### src/common/apm_pkg.sv
// Package with constants and types for the address/data pin mux and strap decode
package apm_pkg;

  // ==========================================================
  // Control bit positions
  localparam int unsigned APM_FLAG_MODE_BIT = 20;

  // ==========================================================
  // Boot strap encodings
  localparam logic [1:0] APM_BOOT_SPI_SLAVE = 2'h0;
  localparam logic [1:0] APM_BOOT_SPI_MASTER = 2'h1;
  localparam logic [1:0] APM_BOOT_EPROM = 2'h2;
  localparam logic [1:0] APM_BOOT_ROM = 2'h3;

  // ==========================================================
  // Clock ratio strap encodings and decoded ratios
  localparam logic [1:0] APM_CLK_3X = 2'h0;
  localparam logic [1:0] APM_CLK_16X = 2'h1;
  localparam logic [1:0] APM_CLK_8X = 2'h2;
  localparam logic [4:0] APM_RATIO_3 = 5'h03;
  localparam logic [4:0] APM_RATIO_16 = 5'h10;
  localparam logic [4:0] APM_RATIO_8 = 5'h08;
  localparam logic [4:0] APM_RATIO_NONE = 5'h00;

  // ==========================================================
  // Reset values
  localparam logic [15:0] APM_PINS_RST = 16'h0000;
  localparam logic [15:0] APM_OE_RST_N = 16'hFFFF;
  localparam logic APM_ALE_RST = 1'b0;
  localparam logic APM_STROBE_N_RST = 1'b1;
  localparam logic APM_FLAG_MODE_RST = 1'b0;

  // ==========================================================
  // Pin direction codes
  localparam logic [15:0] APM_OE_DRIVE_N = 16'h0000;

  typedef enum logic [1:0] {
    APM_BOOT_MODE_SPI_SLAVE,
    APM_BOOT_MODE_SPI_MASTER,
    APM_BOOT_MODE_EPROM,
    APM_BOOT_MODE_ROM
  } apm_boot_e;

endpackage : apm_pkg

### src/core/apm_pin_mux.sv
// Address/data pin multiplexer, flag remap and strap decoder
// Pin phase map, upper pin byte / lower pin byte:
//   8-bit, strobe high  : address 23:16 / address 15:8
//   8-bit, strobe low   : address 7:0 / data 7:0
//   16-bit, strobe high : address 15:8 / address 7:0
//   16-bit, strobe low  : data 15:8 / data 7:0
//   flag mode           : flags 7:0 / flags 15:8
//
// Direction: every address phase and every write data phase drives the
// pins; a read data phase releases them so the memory can answer. In flag
// mode each pin follows the drive enable of the flag mapped onto it.
//
// Strobes never float. In flag mode they rest at their idle levels, so an
// external latch or memory on the shared pins never sees a stray cycle.
//
// Straps load on every edge in reset; the last edge in reset wins and the
// value holds until the next reset. The ratio output only reports the
// start-up choice: later frequency changes belong to power management.
module apm_pin_mux
  import apm_pkg::*;
#(
  parameter int unsigned ADDR_W = 24
) (
  input wire logic clk_i,
  input wire logic rst_i,
  input wire logic [31:0] system_control_reg_i,
  input wire logic pp_enable_i,
  input wire logic pp_mode16_i,
  input wire logic pp_ale_i,
  input wire logic pp_rd_n_i,
  input wire logic pp_wr_n_i,
  input wire logic [ADDR_W-1:0] pp_addr_i,
  input wire logic [15:0] pp_wdata_i,
  input wire logic pp_drive_i,
  output logic [15:0] pp_rdata_o,
  input wire logic [15:0] muxed_addr_data_pins_i,
  output logic [15:0] muxed_addr_data_pins_o,
  output logic [15:0] muxed_addr_data_pins_oe_n_o,
  output logic ale_o,
  output logic rd_n_o,
  output logic wr_n_o,
  input wire logic [15:0] gp_flag_out_i,
  input wire logic [15:0] gp_flag_drive_i,
  output logic [15:0] gp_flag_pins_o,
  output logic flag_mode_o,
  input wire logic [1:0] boot_select_strap_i,
  input wire logic [1:0] clock_ratio_strap_i,
  output apm_boot_e boot_mode_o,
  output logic [4:0] clock_ratio_o,
  output logic clock_ratio_bad_o
);

  // ==========================================================
  // Decode helpers
  function automatic apm_boot_e boot_decode(input logic [1:0] code);
    case (code)
      APM_BOOT_SPI_SLAVE: boot_decode = APM_BOOT_MODE_SPI_SLAVE;
      APM_BOOT_SPI_MASTER: boot_decode = APM_BOOT_MODE_SPI_MASTER;
      APM_BOOT_EPROM: boot_decode = APM_BOOT_MODE_EPROM;
      default: boot_decode = APM_BOOT_MODE_ROM;
    endcase
  endfunction : boot_decode

  function automatic logic [4:0] ratio_decode(input logic [1:0] code);
    case (code)
      APM_CLK_3X: ratio_decode = APM_RATIO_3;
      APM_CLK_16X: ratio_decode = APM_RATIO_16;
      APM_CLK_8X: ratio_decode = APM_RATIO_8;
      default: ratio_decode = APM_RATIO_NONE;
    endcase
  endfunction : ratio_decode

  // Swap the two pin bytes; pin/flag mapping is its own inverse
  function automatic logic [15:0] byte_swap(input logic [15:0] v);
    byte_swap = {v[7:0], v[15:8]};
  endfunction : byte_swap

  logic flag_mode;
  logic [15:0] pin_value;
  logic [15:0] flag_oe_n;
  logic [15:0] oe_n_next;
  logic ale_next;
  logic rd_n_next;
  logic wr_n_next;
  logic [15:0] rdata_next;
  apm_boot_e boot_next;
  logic [4:0] ratio_next;
  logic ratio_bad_next;

  // ==========================================================
  // Mode decode
  // Flag mode needs both conditions; a stray bit alone keeps the port
  assign flag_mode = system_control_reg_i[APM_FLAG_MODE_BIT] & ~pp_enable_i;

  // ==========================================================
  // Pin phase selection
  // Priority: flag mode first, then data width, then strobe phase
  always_comb begin
    if (flag_mode) begin
      pin_value = byte_swap(gp_flag_out_i);
    end else if (!pp_mode16_i && pp_ale_i) begin
      pin_value = {pp_addr_i[23:16], pp_addr_i[15:8]};
    end else if (!pp_mode16_i) begin
      pin_value = {pp_addr_i[7:0], pp_wdata_i[7:0]};
    end else if (pp_ale_i) begin
      pin_value = pp_addr_i[15:0];
    end else begin
      pin_value = pp_wdata_i;
    end
  end

  // ==========================================================
  // Pin direction
  // Flag direction follows the same byte swap as the data
  assign flag_oe_n = ~byte_swap(gp_flag_drive_i);

  // Read data phase releases the pins so the memory can answer;
  // a write data phase keeps driving so the memory sees stable data
  always_comb begin
    if (flag_mode) begin
      oe_n_next = flag_oe_n;
    end else if (pp_ale_i || pp_drive_i) begin
      oe_n_next = APM_OE_DRIVE_N; // Address phase always driven
    end else begin
      oe_n_next = APM_OE_RST_N; // Read phase: release pins
    end
  end

  // ==========================================================
  // Strobe next values
  // Idle levels in flag mode, so the latch never catches a flag pattern
  always_comb begin
    if (flag_mode) begin
      ale_next = APM_ALE_RST;
      rd_n_next = APM_STROBE_N_RST;
      wr_n_next = APM_STROBE_N_RST;
    end else begin
      ale_next = pp_ale_i;
      rd_n_next = pp_rd_n_i;
      wr_n_next = pp_wr_n_i;
    end
  end

  // ==========================================================
  // Inbound data view
  // 8-bit reads only carry data on the lower byte; upper byte is zeroed
  always_comb begin
    if (pp_mode16_i) begin
      rdata_next = muxed_addr_data_pins_i;
    end else begin
      rdata_next = {8'h00, muxed_addr_data_pins_i[7:0]};
    end
  end

  // ==========================================================
  // Strap decode
  // Purely combinational; the capture below decides when it counts
  always_comb begin
    boot_next = boot_decode(boot_select_strap_i);
    ratio_next = ratio_decode(clock_ratio_strap_i);
    ratio_bad_next = &clock_ratio_strap_i;
  end

  // ==========================================================
  // Registered pin outputs
  // Value and direction move on one edge, so no half-turned bus reaches the pins
  always_ff @(posedge clk_i) begin
    if (rst_i) begin
      muxed_addr_data_pins_o <= APM_PINS_RST;
      muxed_addr_data_pins_oe_n_o <= APM_OE_RST_N;
    end else begin
      muxed_addr_data_pins_o <= pin_value;
      muxed_addr_data_pins_oe_n_o <= oe_n_next;
    end
  end

  // Strobes have no enable at all: always driven, idle inactive
  always_ff @(posedge clk_i) begin
    if (rst_i) begin
      ale_o <= APM_ALE_RST;
      rd_n_o <= APM_STROBE_N_RST;
      wr_n_o <= APM_STROBE_N_RST;
    end else begin
      ale_o <= ale_next;
      rd_n_o <= rd_n_next;
      wr_n_o <= wr_n_next;
    end
  end

  // ==========================================================
  // Inbound data and flag views
  // Flags are read back in every mode; only flag mode gives them meaning
  always_ff @(posedge clk_i) begin
    if (rst_i) begin
      pp_rdata_o <= APM_PINS_RST;
      gp_flag_pins_o <= APM_PINS_RST;
      flag_mode_o <= APM_FLAG_MODE_RST;
    end else begin
      pp_rdata_o <= rdata_next;
      gp_flag_pins_o <= byte_swap(muxed_addr_data_pins_i);
      flag_mode_o <= flag_mode;
    end
  end

  // ==========================================================
  // Strap capture: loaded on every edge in reset, frozen after release
  // Ratio is start-up only; later changes belong to power management
  // Last edge in reset wins, so straps must settle before reset ends
  always_ff @(posedge clk_i) begin
    if (rst_i) begin
      boot_mode_o <= boot_next;
      clock_ratio_o <= ratio_next;
      clock_ratio_bad_o <= ratio_bad_next;
    end
  end

endmodule : apm_pin_mux

### config.mk
export PLATFORM = sky130hd
export DESIGN_NAME = apm_pin_mux
export DESIGN_NICKNAME = d
export VERILOG_FILES = /design/src/common/apm_pkg.sv /design/src/core/apm_pin_mux.sv
export SDC_FILE = /design/constraint.sdc
export NUM_CORES = 1
export LEC_CHECK = 0
export BUFFER_PORTS_ARGS = -buffer_cell sky130_fd_sc_hd__buf_2
export CORE_MARGIN = 3
export CORE_UTILIZATION = 38
export DETAILED_ROUTE_END_ITERATION = 10
export GPL_ROUTABILITY_DRIVEN = 0
export PLACE_DENSITY = 0.81
export SLEW_MARGIN = 20
export SYNTH_ARGS = -nofsm -noshare
export SYNTH_HDL_FRONTEND = slang
export SYNTH_SLANG_ARGS = --single-unit
export TNS_END_PERCENT = 1
### constraint.sdc
create_clock -name clk_i -period 1.7 [get_ports clk_i]
set_clock_uncertainty 0.2 [all_clocks]
set_input_delay 0.255 -clock clk_i [delete_from_list [all_inputs] [get_ports clk_i]]
set_output_delay 0.255 -clock clk_i [all_outputs]
set_load 0.05 [all_outputs]
==> out/results.tsv <==
stage	metric	value	unit
timing	final setup violation count	0	
hold_path	Hold Path Depth	2	
cts	CTS tree	done	
power_and_ir_drop	Clock power frac	29.4	%
synth	post-synth net total	353	
cts	CTS Root Cell	clkbuf_8	
die	die area	7550	um^2
placed_design	HPWL Detailed	5.27	mm
global_routing	vias in the first global route	2472	
routing	via count	2427	
cts	Post-CTS Setup Bufs	0	
routing	DR WL/cell	14.8	um
placed_design	Area after DPL	3310	um^2
synth	Unique masters post-synth	24	
timing	max-slew violations	0	
cts	CTS resizes	0	
worst_setup_path	CP top delay family	flip-flops	
cts	H-tree Lvls	3	
timing	Slew headroom	58.3	%
job	maxcap violations	0	
cts	clock transition at the registers of the reported paths	0.07	ns
die	total I/O pin count	208	
worst_setup_path	Crit path depth	1	
global_routing	Global Route Usage Sum	20.1	%
power_and_ir_drop	internal power	2.58	mW
worst_setup_path	cell at the slowest stage of the critical path	dfxtp_1	
die	initial core utilization	40.6	%
synth	Mapped Cells	221	
worst_setup_path	CP Capture Type	output pin	
worst_setup_path	startpoint types	flip-flop	
cts	clk buf depth	2	
power_and_ir_drop	sequential power share	44.8	%
cells_and_area	layout cells sized above 1	45.6	%
cells_and_area	ANT cells	0	
worst_setup_path	worst-path fanout max	2	
die	Die H	86.9	um
hold_path	Hold Crit Class	in -> reg	
timing	WHS	0.0366	ns
worst_setup_path	crit path cell chain	buf_2	
worst_setup_path	Worst Path Buf+Inv	1	
global_routing	antenna violations before repair	0	
global_routing	largest net degree at the start of global routing	31	
timing	Slew @ Worst Pin	0.626	ns
timing	RSZ-0062 raised after global routing	false	
synth	Syn. warnings	0	
die	Core Region	6130	um^2
routing	drt first pass iters	4	
placed_design	Placed Instances	450	
cells_and_area	Non-Filler Instances	518	
synth	Synth Cell Area	2490	um^2
routing	routed wire length	7.69	mm
power_and_ir_drop	pwr/cell area	950	nW/um^2
cells_and_area	Final Cell Area	4000	um^2
routing	Final ANT Viol Nets	0	
cts	TritonCTS Buffers	9	
synth	Synth top area share	48.3	%
power_and_ir_drop	P_leak	2.00	nW
synth	#FFs+latches synth	66	
synth	cell taking the most area after synthesis	dfxtp_1	
cts	Sink Count	66	
cells_and_area	layout net count	570	
routing	Iteration-0 DRC Markers	58	
timing	period utilization	82.6	%
power_and_ir_drop	Power Total	3.80	mW
synth	top post-synthesis cells by area	dfxtp_1 48%, mux4_1 8.5%, edfxtp_1 7.2%	
cells_and_area	area grow syn2layout	60.9	%
timing	maximum clock rate	712	MHz
power_and_ir_drop	Logic pwr share	25.8	%
timing	final count of hold timing violations	0	
power_and_ir_drop	Max VDD drop	0.628	mV
die	Rows	28	
routing	DRC	0	
worst_setup_path	Worst Path Required	1.24	ns
power_and_ir_drop	switching share of power	32.2	%
worst_setup_path	Worst EP arrival	0.95	ns
global_routing	first-pass GRT wire length	11.5	mm
synth	sequential share of the synthesized area	55.5	%
cts	Hold Buf Count CTS	52	
run_status	status	finished, final reports clean	
power_and_ir_drop	Switch Pwr	1.22	mW
worst_setup_path	Max stage delay on crit path	0.35	ns
global_routing	Overflow after GRT	0	
timing	Min Clock Period, post-route	1.40	ns
synth	mean cell area of the mapped netlist	11.3	um^2
die	Die X	86.9	um
placed_design	PortBufs	175	
routing	Via-to-Cell Ratio	4.69	
worst_setup_path	Setup CP Type	reg -> out	
[flip-flops by register name (all words and copies together), names as in the netlist]
signal	flops
flag_mode_o	1
ale_o	1
rd_n_o	1
muxed_addr_data_pins_oe_n_o	16
muxed_addr_data_pins_o	16
wr_n_o	1
pp_rdata_o	16
boot_mode_o	2
gp_flag_pins_o	8
clock_ratio_o	3
clock_ratio_bad_o	1
[per-stage QoR]
step,utilization (%),setup WS (ns),setup TNS [ns]
3_5_place_dp,54.0,-0.0192,-0.0332
2_1_floorplan,-,0.341,0
4_1_cts,65.3,0.280,0
5_1_grt,65.3,0.190,0
3_3_place_gp,54.0,0.0158,0
6_report,65.3,0.296,0
[cell usage in the layout (no fill, tap or decap), types with 8 or more instances in the layout]
| master | Yosys | routed |
|---|---|---|
| a211o_1 | 8 | 8 |
| a21oi_1 | 15 | 15 |
| and2_1 | 9 | 9 |
| buf_2 | 10 | 175 |
| clkbuf_8 | 0 | 10 |
| dfxtp_1 | 60 | 60 |
| dlygate4sd3_1 | 0 | 52 |
| mux2i_1 | 8 | 8 |
| mux4_1 | 8 | 8 |
| nand2_1 | 24 | 24 |
| nor2_1 | 10 | 10 |
| nor2b_1 | 19 | 18 |
| o21ai_0 | 16 | 16 |
[synthesized netlist by cell type]
library cell  number
or3_1              2
mux2i_1            8
nor2_1            10
inv_1              1
mux4_1             8
buf_4             10
buf_6              2
nor2_2             1
a21oi_2            1
a21oi_4            1
dfxtp_1           60
buf_2             10
a211o_1            8
buf_12             3
a21oi_1           15
nand3b_1           1
edfxtp_1           6
clkbuf_1           4
nand2_1           24
o21ai_0           16
nand2b_1           1
nor2b_1           19
conb_1             1
and2_1             9
[logic make-up (layout without fill, tap and decap cells)]
| kind of cell | count (synthesis) | after routing | share of synthesized area (%) |
|---|---|---|---|
| AND/OR/NAND/NOR | 67 | 67 | 13.5 |
| flip-flops | 66 | 66 | 55.5 |
| AO/OA/AOI/OAI | 41 | 41 | 10.1 |
| buffers and inverters | 30 | 252 | 9.10 |
| multiplexers | 16 | 16 | 11.7 |
| other | 1 | 1 | 0.151 |
[metal layers]
layer	wire length [um]	up-vias	part of all wire (%)	track usage [%]
met2	4250	139	55	39.5
met5	0	-	0	0
met1	2630	1106	34	18.8
met3	663	13	8.6	7.19
li1	-	1169	-	-
met4	151	0	2.0	6.52
[path summary, 6_finish.rpt]
| kind | startpoint | end | slack [ns] |
|---|---|---|---|
| hold / removal | clock_ratio_strap_i[0] | clock_ratio_o[3]$_DFFE_PP_ | 0.04 |
| setup / recovery | pp_rdata_o[3]$_SDFF_PP0_ | pp_rdata_o[3] | 0.30 |
[power by group through the flow]
stage               logic [mW]  registers [mW]  clock network [mW]
floorplan                0.266            2.11                   0
global placement         0.872            1.73                   0
detailed placement       0.884            1.73                   0
CTS                      0.978            1.70                1.15
global route              1.04            1.71                1.22
finish                   0.981            1.70                1.12
[layout make-up]
type	count	area, um^2
Fill cell	458	2130
Timing Repair Buffer	235	1470
Sequential cell	66	1380
Multi-Input combinational cell	125	882
Clock buffer	11	141
Tap cell	75	93.8
Clock inverter	5	30.0
Inverter	1	3.75
Power figures use the tool's default switching activity.
